[src/logic/aio_pkg.sv]
// Purpose: shared constants for the analog i/o board control logic
// Assumes: 20 MHz clock, byte-wide memory-mapped host bus
// Notes: offsets are relative to the board base address
package aio_pkg;
  localparam logic [3:0] OFF_CTRL = 4'h0;
  localparam logic [3:0] OFF_CHAN = 4'h1;
  localparam logic [3:0] OFF_LAST = 4'h2;
  localparam logic [3:0] OFF_ICLR = 4'h3;
  localparam logic [3:0] OFF_RES_LO = 4'h4;
  localparam logic [3:0] OFF_RES_HI = 4'h5;
  localparam logic [3:0] OFF_DAC0_LO = 4'h8;
  localparam logic [3:0] OFF_DAC0_HI = 4'h9;
  localparam logic [3:0] OFF_DAC1_LO = 4'hA;
  localparam logic [3:0] OFF_DAC1_HI = 4'hB;
  localparam logic [15:0] BASE_DEFAULT = 16'hF700;
  // control bit positions
  localparam int CTL_EN = 0;
  localparam int CTL_AUTO = 1;
  localparam int CTL_EXT = 2;
  localparam int CTL_CLRBUSY = 3;
  localparam int CTL_EOS_IE = 4;
  localparam int CTL_EOC_IE = 5;
  // status bit positions
  localparam int ST_EN = 0;
  localparam int ST_AUTO = 1;
  localparam int ST_EXT = 2;
  localparam int ST_BUSY = 3;
  localparam int ST_EOS_IE = 4;
  localparam int ST_EOC_IE = 5;
  localparam int ST_EOS = 6;
  localparam int ST_EOC = 7;
  // channel/gain field layout
  localparam int CHAN_LSB = 0;
  localparam int CHAN_W = 5;
  localparam int GAIN_LSB = 6;
  localparam int GAIN_W = 2;
  localparam logic [7:0] RESET_BYTE = 8'h00;
  localparam logic [11:0] RESET_DAC = 12'h000;
  // conversion and pacer timing
  localparam int CLK_HZ = 20000000;
  localparam int CONV_NS = 34000;
  localparam int CONV_CYCLES = (CONV_NS * (CLK_HZ / 1000000) + 999) / 1000;
  localparam int SAMPLE_CYCLES = 4;
  localparam int PACER_BASE_MS = 1000;
  localparam int PACER_BASE_CYCLES = PACER_BASE_MS * (CLK_HZ / 1000);
  localparam int PACER_MAX_N = 10;
endpackage

[src/logic/pacer_div.sv]
// Purpose: pacer clock, one pulse per 1000/2^n ms
// Assumes: n held stable by jumper
// Notes: count above 4096 so base is a parameter
`timescale 1ns/1ps
module pacer_div #(
  parameter int BASE_CYCLES = aio_pkg::PACER_BASE_CYCLES
) (
  input wire logic i_clk,
  input wire logic i_resetn,
  input wire logic [3:0] i_n,
  output logic o_tick
);
  logic [31:0] cnt_q;
  logic [3:0] n_sat;
  logic [31:0] period;
  logic wrap;
  assign n_sat = (i_n > 4'(aio_pkg::PACER_MAX_N)) ? 4'(aio_pkg::PACER_MAX_N) : i_n;
  assign period = 32'(BASE_CYCLES) >> n_sat;
  assign wrap = (cnt_q >= period - 32'h1);
  always_ff @(posedge i_clk or negedge i_resetn) begin
    if (!i_resetn) begin
      cnt_q <= 32'h0;
      o_tick <= 1'b0;
    end else begin
      cnt_q <= wrap ? 32'h0 : cnt_q + 32'h1;
      o_tick <= wrap;
    end
  end
endmodule

[src/logic/sar_conv.sv]
// Purpose: sample-and-hold then 12-bit successive approximation sequencer
// Assumes: comparator output valid one cycle after trial drive
// Notes: bit periods spread evenly over the conversion time
`timescale 1ns/1ps
module sar_conv #(
  parameter int CONV_CYCLES = aio_pkg::CONV_CYCLES
) (
  input wire logic i_clk,
  input wire logic i_resetn,
  input wire logic i_start,
  input wire logic i_cmp,
  output logic o_hold,
  output logic [11:0] o_trial,
  output logic o_done,
  output logic [11:0] o_result
);
  localparam int BIT_CYC = CONV_CYCLES / 12;
  typedef enum logic [1:0] {S_IDLE, S_SAMPLE, S_BITS} sar_state_t;
  sar_state_t st_q;
  logic [15:0] cnt_q;
  logic [3:0] bit_q;
  logic [11:0] mask;
  logic tick;
  assign mask = 12'h1 << bit_q;
  assign tick = (cnt_q == 16'h0);
  always_ff @(posedge i_clk or negedge i_resetn) begin
    if (!i_resetn) begin
      st_q <= S_IDLE;
      cnt_q <= 16'h0;
      bit_q <= 4'hB;
      o_trial <= 12'h000;
      o_hold <= 1'b0;
      o_done <= 1'b0;
      o_result <= 12'h000;
    end else begin
      o_done <= 1'b0;
      case (st_q)
        S_IDLE: if (i_start) begin
          st_q <= S_SAMPLE;
          cnt_q <= 16'(aio_pkg::SAMPLE_CYCLES);
        end
        S_SAMPLE: if (tick) begin
          st_q <= S_BITS;
          o_hold <= 1'b1;
          bit_q <= 4'hB;
          o_trial <= 12'h800;
          cnt_q <= 16'(BIT_CYC - 1);
        end else cnt_q <= cnt_q - 16'h1;
        S_BITS: if (tick) begin
          // keep the trial bit only when the input is at or above it
          if (!i_cmp) o_trial[bit_q] <= 1'b0;
          if (bit_q == 4'h0) begin
            st_q <= S_IDLE;
            o_hold <= 1'b0;
            o_done <= 1'b1;
            o_result <= i_cmp ? o_trial : (o_trial & ~mask);
          end else begin
            bit_q <= bit_q - 4'h1;
            o_trial[bit_q - 4'h1] <= 1'b1;
            cnt_q <= 16'(BIT_CYC - 1);
          end
        end else cnt_q <= cnt_q - 16'h1;
        default: st_q <= S_IDLE;
      endcase
    end
  end
endmodule

[src/logic/aio_ctrl.sv]
// Purpose: register file and conversion sequencing of the analog i/o board
// Assumes: host cycles are single-clock strobes synchronous to I_CLK
// Notes: read data is registered, valid the cycle after the read strobe
// Contract
// three modes: repeat one channel, sequential scan, random channel
// host writes channel register; mux routes that channel onward
// control register write starts the first conversion
// reading the result starts the next conversion
// control bit 1 set enables channel auto-increment scanning
// host rewrites channel before reading result in random mode
// starts come from external trigger, pacer or host accesses
// interrupt on end of conversion or scan; offset 3 clears
// pacer period is 1000/2^n ms, n jumper 0 to 10
// dac low nibble held, high byte write loads all 12 bits
// offset 0 writes control, reads status
// channel register read/write at offset 1
// offset 2 write loads the scan last-channel register
// offsets 4 and 5 read result low and high bytes
// dac 0 at offsets 8/9, dac 1 at A/B
// two-bit gain code selects x1, x2, x4, x8
// five-bit field selects one of 32 channels
// control holds enables, interrupts and a clear-busy bit
// status reports eoc, eos, enables and busy
// decoded as memory at jumper base, default F700H
// 8/16 inputs, 16/32 with expander multiplexers
// 34 us successive approximation after sample-and-hold
// auto-increment advances channel, end of scan at last channel
// busy from start to latch, eoc when result readable
`timescale 1ns/1ps
module aio_ctrl #(
  parameter int PACER_BASE = aio_pkg::PACER_BASE_CYCLES,
  parameter int CONV_CYC = aio_pkg::CONV_CYCLES
) (
  input wire logic I_CLK,
  input wire logic I_RESETN,
  input wire logic [15:0] I_ADDR,
  input wire logic [7:0] I_WDATA,
  input wire logic I_MWR,
  input wire logic I_MRD,
  input wire logic [15:0] I_BASE,
  input wire logic [3:0] I_PACER_N,
  input wire logic I_EXPANDED,
  input wire logic I_SINGLE_ENDED,
  input wire logic I_EXT_TRIG,
  input wire logic I_CMP,
  output logic [7:0] O_RDATA,
  output logic O_ACK,
  output logic O_INT,
  output logic [4:0] O_MUX_CHAN,
  output logic O_MUX_VALID,
  output logic [1:0] O_GAIN,
  output logic O_HOLD,
  output logic [11:0] O_TRIAL,
  output logic [11:0] O_DAC0,
  output logic [11:0] O_DAC1
);
  logic [7:0] ctrl_q;
  logic [7:0] chan_gain_q;
  logic [7:0] last_q;
  logic [3:0] dac0_lo_q;
  logic [3:0] dac1_lo_q;
  logic [11:0] result_q;
  logic busy_q;
  logic eoc_q;
  logic eos_q;
  logic ext_q;
  logic [4:0] conv_chan_q;
  logic hit;
  logic [3:0] off;
  logic wr_ctrl, wr_chan, wr_last, wr_iclr;
  logic wr_d0lo, wr_d0hi, wr_d1lo, wr_d1hi;
  logic rd_hi;
  logic ext_rise;
  logic pacer_tick;
  logic start;
  logic conv_start;
  logic conv_done;
  logic [11:0] conv_result;
  logic [4:0] chan_max;
  logic [4:0] chan;
  logic [4:0] chan_next;
  logic scan_end;
  logic [7:0] status;
  logic [7:0] rdata_d;

  // memory decode, 16 byte window at the jumper base
  assign hit = (I_ADDR[15:4] == I_BASE[15:4]);
  assign off = I_ADDR[3:0];
  assign wr_ctrl = I_MWR && hit && (off == aio_pkg::OFF_CTRL);
  assign wr_chan = I_MWR && hit && (off == aio_pkg::OFF_CHAN);
  assign wr_last = I_MWR && hit && (off == aio_pkg::OFF_LAST);
  assign wr_iclr = I_MWR && hit && (off == aio_pkg::OFF_ICLR);
  assign wr_d0lo = I_MWR && hit && (off == aio_pkg::OFF_DAC0_LO);
  assign wr_d0hi = I_MWR && hit && (off == aio_pkg::OFF_DAC0_HI);
  assign wr_d1lo = I_MWR && hit && (off == aio_pkg::OFF_DAC1_LO);
  assign wr_d1hi = I_MWR && hit && (off == aio_pkg::OFF_DAC1_HI);
  // the high byte read is the one that retriggers; low byte can be read first
  assign rd_hi = I_MRD && hit && (off == aio_pkg::OFF_RES_HI);

  assign chan = chan_gain_q[aio_pkg::CHAN_LSB +: aio_pkg::CHAN_W];
  // fewer physical inputs without expander muxes
  assign chan_max = I_EXPANDED ? (I_SINGLE_ENDED ? 5'h1F : 5'h0F)
                               : (I_SINGLE_ENDED ? 5'h0F : 5'h07);
  assign chan_next = (conv_chan_q >= last_q[4:0]) ? 5'h00 : conv_chan_q + 5'h01;
  assign scan_end = ctrl_q[aio_pkg::CTL_AUTO] && (conv_chan_q == last_q[4:0]);

  assign ext_rise = I_EXT_TRIG && !ext_q;
  // a start while busy is dropped; the sequencer cannot restart mid-conversion
  assign start = ctrl_q[aio_pkg::CTL_EN] && !busy_q &&
                 (wr_ctrl ? 1'b0 :
                  ctrl_q[aio_pkg::CTL_EXT] ? ext_rise :
                  (pacer_tick || rd_hi));
  // a control write with enable set is the first start
  assign conv_start = start || (wr_ctrl && I_WDATA[aio_pkg::CTL_EN] && !busy_q);

  assign status = {eoc_q, eos_q, ctrl_q[aio_pkg::CTL_EOC_IE], ctrl_q[aio_pkg::CTL_EOS_IE],
                   busy_q, ctrl_q[aio_pkg::CTL_EXT], ctrl_q[aio_pkg::CTL_AUTO],
                   ctrl_q[aio_pkg::CTL_EN]};

  always_comb begin
    rdata_d = aio_pkg::RESET_BYTE;
    case (off)
      aio_pkg::OFF_CTRL: rdata_d = status;
      aio_pkg::OFF_CHAN: rdata_d = chan_gain_q;
      aio_pkg::OFF_RES_LO: rdata_d = {4'h0, result_q[3:0]};
      aio_pkg::OFF_RES_HI: rdata_d = result_q[11:4];
      default: rdata_d = aio_pkg::RESET_BYTE;
    endcase
  end

  pacer_div #(
    .BASE_CYCLES(PACER_BASE)
  ) u_pacer (
    .i_clk(I_CLK),
    .i_resetn(I_RESETN),
    .i_n(I_PACER_N),
    .o_tick(pacer_tick)
  );

  sar_conv #(
    .CONV_CYCLES(CONV_CYC)
  ) u_sar (
    .i_clk(I_CLK),
    .i_resetn(I_RESETN),
    .i_start(conv_start),
    .i_cmp(I_CMP),
    .o_hold(O_HOLD),
    .o_trial(O_TRIAL),
    .o_done(conv_done),
    .o_result(conv_result)
  );

  // host register file
  always_ff @(posedge I_CLK or negedge I_RESETN) begin
    if (!I_RESETN) begin
      ctrl_q <= aio_pkg::RESET_BYTE;
      last_q <= aio_pkg::RESET_BYTE;
      dac0_lo_q <= 4'h0;
      dac1_lo_q <= 4'h0;
      O_DAC0 <= aio_pkg::RESET_DAC;
      O_DAC1 <= aio_pkg::RESET_DAC;
      ext_q <= 1'b0;
    end else begin
      ext_q <= I_EXT_TRIG;
      // clear-busy is a command, so it is not kept
      if (wr_ctrl) ctrl_q <= I_WDATA & 8'hF7;
      if (wr_last) last_q <= I_WDATA;
      if (wr_d0lo) dac0_lo_q <= I_WDATA[3:0];
      if (wr_d1lo) dac1_lo_q <= I_WDATA[3:0];
      if (wr_d0hi) O_DAC0 <= {I_WDATA, dac0_lo_q};
      if (wr_d1hi) O_DAC1 <= {I_WDATA, dac1_lo_q};
    end
  end

  // channel select: host write, or auto-advance after each conversion
  always_ff @(posedge I_CLK or negedge I_RESETN) begin
    if (!I_RESETN) begin
      chan_gain_q <= aio_pkg::RESET_BYTE;
    end else if (conv_done && ctrl_q[aio_pkg::CTL_AUTO]) begin
      chan_gain_q[aio_pkg::CHAN_LSB +: aio_pkg::CHAN_W] <= chan_next;
      // the channel field goes to the scan, but the gain write is not lost
      if (wr_chan) begin
        chan_gain_q[aio_pkg::GAIN_LSB +: aio_pkg::GAIN_W] <=
          I_WDATA[aio_pkg::GAIN_LSB +: aio_pkg::GAIN_W];
      end
    end else if (wr_chan) begin
      chan_gain_q <= I_WDATA;
    end
  end

  // conversion status; hardware set wins over host clear
  always_ff @(posedge I_CLK or negedge I_RESETN) begin
    if (!I_RESETN) begin
      busy_q <= 1'b0;
      eoc_q <= 1'b0;
      eos_q <= 1'b0;
      result_q <= 12'h000;
      conv_chan_q <= 5'h00;
    end else begin
      if (conv_start) begin
        busy_q <= 1'b1;
        conv_chan_q <= chan;
        eoc_q <= 1'b0;
      end else if (conv_done) begin
        busy_q <= 1'b0;
      end else if (wr_ctrl && I_WDATA[aio_pkg::CTL_CLRBUSY]) begin
        busy_q <= 1'b0;
      end
      if (conv_done) begin
        result_q <= conv_result;
        eoc_q <= 1'b1;
        if (scan_end) eos_q <= 1'b1;
      end else if (wr_iclr) begin
        eoc_q <= 1'b0;
        eos_q <= 1'b0;
      end
    end
  end

  // outputs all registered
  always_ff @(posedge I_CLK or negedge I_RESETN) begin
    if (!I_RESETN) begin
      O_RDATA <= aio_pkg::RESET_BYTE;
      O_ACK <= 1'b0;
      O_INT <= 1'b0;
      O_MUX_CHAN <= 5'h00;
      O_MUX_VALID <= 1'b0;
      O_GAIN <= 2'h0;
    end else begin
      O_RDATA <= (I_MRD && hit) ? rdata_d : aio_pkg::RESET_BYTE;
      O_ACK <= (I_MRD || I_MWR) && hit;
      O_INT <= (eoc_q && ctrl_q[aio_pkg::CTL_EOC_IE]) ||
               (eos_q && ctrl_q[aio_pkg::CTL_EOS_IE]);
      O_MUX_CHAN <= chan;
      O_MUX_VALID <= (chan <= chan_max);
      O_GAIN <= chan_gain_q[aio_pkg::GAIN_LSB +: aio_pkg::GAIN_W];
    end
  end
endmodule

[config.mk]
export PLATFORM = sky130hd
export DESIGN_NAME = aio_ctrl
export DESIGN_NICKNAME = d
export VERILOG_FILES = /design/src/logic/aio_pkg.sv /design/src/logic/pacer_div.sv /design/src/logic/sar_conv.sv /design/src/logic/aio_ctrl.sv
export SDC_FILE = /design/constraint.sdc
export NUM_CORES = 1
export LEC_CHECK = 0
export BUFFER_PORTS_ARGS = -buffer_cell sky130_fd_sc_hd__buf_4
export CAP_MARGIN = 20
export CORE_MARGIN = 3
export CORE_UTILIZATION = 50
export CTS_CLUSTER_DIAMETER = 80
export DETAILED_ROUTE_END_ITERATION = 7
export PLACE_DENSITY = 0.7
export SYNTH_ARGS = -nofsm -noshare
export SYNTH_HDL_FRONTEND = slang
export SYNTH_SLANG_ARGS = --single-unit
[constraint.sdc]
create_clock -name I_CLK -period 2.3 [get_ports I_CLK]
set_input_delay 0 -clock I_CLK [delete_from_list [all_inputs] [get_ports I_CLK]]
set_output_delay 0 -clock I_CLK [all_outputs]
set_load 0.01 [all_outputs]
==> out/qor.csv <==
stage,metric,value,unit
run_status,status,"complete, but fails checks",
run_status,violations,setup timing,
worst_setup_path,crit_slowest_cell,a21o_2,
drt,wire_per_inst,17.0,µm
timing,hold_violations,0,
worst_setup_path,cp.depth,19,
timing,slew_viol_final,0,
power,ir_drop,0.382,mV
die,dieArea,21300,µm²
timing,fmax,0.376,GHz
cells_and_area,mostFrequentLayoutCell,buf_4,
synthesis,synth_edf_count,0,
timing,tightest_slew,916,ps
grt,antenna_found_initial,0,
placement,place_inst,1419,
timing,setup_ws,-359,ps
drt,drt_first_pass_iters,7,
cells_and_area,instances_no_fill,1481,
cells_and_area,diodes,0,
power,power,6.94,mW
timing,relSlewSlack,0.389,
grt,grt_max_degree,70,
worst_setup_path,critical_path_arrival,3010,ps
worst_setup_path,slowest_delay,320,ps
worst_setup_path,cpLargestDelayFamily,compound AO/OA/AOI/OAI gates,
worst_setup_path,worstSetupStartpoint,I_PACER_N[3],
cells_and_area,nFillCells,1473,
worst_setup_path,reg2reg_slack,-140,ps
drt,ant_nets,0,
die,die_h,146,µm
grt,grt_pass1_vias,8155,
die,core_area,19000,µm²
cells_and_area,final_cell_mix,"221 x buf_4, 167 x dfrtp_1, 108 x nand2_1, 63 x o21ai_0, 63 x mux2_2",
timing,setup_tns,-10640,ps
cells_and_area,drive_gt1_frac,0.330,
worst_setup_path,path_buf_inv,5,
grt,globalRouteTotalUtil,0.231,
hold_path,min_path_cells,4,
synthesis,async_reset_ff_frac,1.00,
placement,gp_congestion,0.872,
worst_setup_path,critPathRequiredTime,2650,ps
placement,placed_area,11700,µm²
timing,rsz0062_at_grt,yes,
cts,htree_levels,4,
cells_and_area,fin_area,12900,µm²
cts,clock_path_buffers,2,
timing,fin_skew,11.6,ps
timing,whs,23.8,ps
worst_setup_path,reg2reg_to,u_pacer.cnt_q[13],
die,die_w,146,µm
cts,cts_root_buf,clkbuf_16,
drt,drc,0,
grt,grt_pass1_wl,40900,µm
placement,numPortBuffers,102,
cts,cts_tree,yes,
power,powerDensity,538,nW/µm²
drt,wirelength,25200,µm
placement,dp.final_hpwl,17400,µm
cells_and_area,finalNetCount,1322,
timing,period_minus_slack,2660,ps
worst_setup_path,r2r_start,u_pacer.cnt_q[0],
synthesis,syn_inst,976,
worst_setup_path,cp_cell_sequence,buf_8 > inv_4 > o21ai_4 > inv_4 > buf_6 > ha_4 > a221oi_4 > nand4_1 > nor2_2 > nand3_2 > xnor2_2 > ha_1 > nand2_1 > nor2_2 > a211oi_2 > a21oi_1 > a21o_2 > clkbuf_16 > a21oi_1,
job,maxCapViolations,0,
power,cellLeakagePower,6.06,nW
cells_and_area,synthToLayoutAreaGrowth,31.7,%
synthesis,synth_warnings,0,
timing,setup_viol,33,
worst_setup_path,cp_max_fo,11,
worst_setup_path,crit_end,u_pacer.cnt_q[13],
cts,cts.sinks,170,
synthesis,yosys_most_used_dff,dfrtp_1,
synthesis,synth_seq_cells,170,
cts,cts_made_buffers,17,
cts,clock_latency,430,ps
timing,fin_crit_sh,1.16,
worst_setup_path,setup.worst_path.start_class,primary input,
die,io-pin-count,107,
drt,vias,8308,
cts,clk_pin_slew,60,ps
drt,drt_iter0_drc,580,
cells_and_area,final_util,0.680,
synthesis,avgSynthCellArea,10.0,µm²
die,initial_core_util,0.516,
synthesis,synth_cell_type_count,78,
worst_setup_path,r2r_cells,10,
worst_setup_path,worst_setup_path_end_kind,flop,
die,num_rows,50,
grt,overflow,0,
hold_path,holdCritPathClass,in2reg,
synthesis,yosysSeqAreaShare,0.435,
placement,dp_slack,-808,ps
worst_setup_path,critPathKind,in2reg,
synthesis,synth_area,9780,µm²
drt,vias_per_cell,5.61,
report_power, final:
group          leakage (nW)  internal [mW]  switching (mW)
clock network         0.297           1.86            1.20
logic                  3.63          0.410           0.402
registers              2.13           3.02          0.0489
Yosys cell counts, types with 8 or more instances:
master    count  area, µm²
dfrtp_1     167       4180
nand2_1     110        413
a21oi_1      65        325
o21ai_0      65        325
mux2_2       63        709
ha_1         62        776
nor2_1       44        165
xnor2_1      36        315
inv_1        32        120
nand3_1      30        150
clkbuf_1     28        105
nand4_1      24        150
nor3_1       22        110
xor2_1       20        175
nand2b_1     17        106
mux2i_1      14        140
a22o_1       13        114
a21o_1       12       90.1
and4_1       12        105
nor2b_1       8       50.1
o22ai_1       8       50.1
kinds of logic after synthesis:
family | count (synthesis) | synth area share
xor gates and xnor gates | 56 | 0.0501
buffers and inverters | 73 | 0.0317
and+or+nand+nor | 310 | 0.163
other | 1 | 0.000383
adders and majority gates | 62 | 0.0793
muxes | 79 | 0.0903
DFF | 170 | 0.435
AOI/OAI and AO/OA | 225 | 0.151
per-layer routing:
layer,GRT usage,wire (µm)
met1,0.301,11100
met2,0.399,12700
met3,0.0355,952
met4,0.0679,448
met5,0,0
registers in the layout, indices dropped and copies added (netlist names), 2 cells and up:
signal          cells
O_MUX_CHAN          5
dac0_lo_q           4
u_sar.st_q          2
u_sar.o_trial      12
dac1_lo_q           4
O_DAC0             12
u_sar.bit_q         4
conv_chan_q         5
chan_gain_q         8
result_q           12
last_q              5
u_pacer.cnt_q      32
ctrl_q              5
O_GAIN              2
O_RDATA             8
u_sar.o_result     12
O_DAC1             12
u_sar.cnt_q        16
cell type report:
type | count | area [µm²] | area share
clock inverter | 13 | 190 | 0.0148
sequential | 170 | 4260 | 0.330
tap | 260 | 325 | 0.0252
timing repair buffer | 248 | 2020 | 0.157
clock buffer | 19 | 443 | 0.0344
inverter | 32 | 125 | 0.00971
multi-input combinational | 739 | 5530 | 0.429
worst min path at each step:
stage / end / slack [ps] / startpoint
finish: eos_q / 20 / I_ADDR[3]
CTS: last_q[0] / 2 / I_ADDR[3]
global placement: u_sar.o_trial[2] / 50 / I_RESETN
floorplan: O_ACK / -300 / I_RESETN
global route: last_q[0] / 30 / I_ADDR[3]
detailed placement: u_sar.o_trial[9] / 60 / I_RESETN
tightest hold or removal path: cells and delay by family:
kind                   cells  cell delay, ps
and+or+nand+nor            1             150
AOI/OAI and AO/OA          2             140
buffers and inverters      1             120
what timing repair did:
item,CTS,global route
endpoints found under the setup margin,33,50
gates resized for setup,29,32
hold endpoints to repair,110,0
hold buffers,13,0
gates cloned,1,2
setup buffers,8,7
pin swaps,5,5
Power figures use the tool's default switching activity.
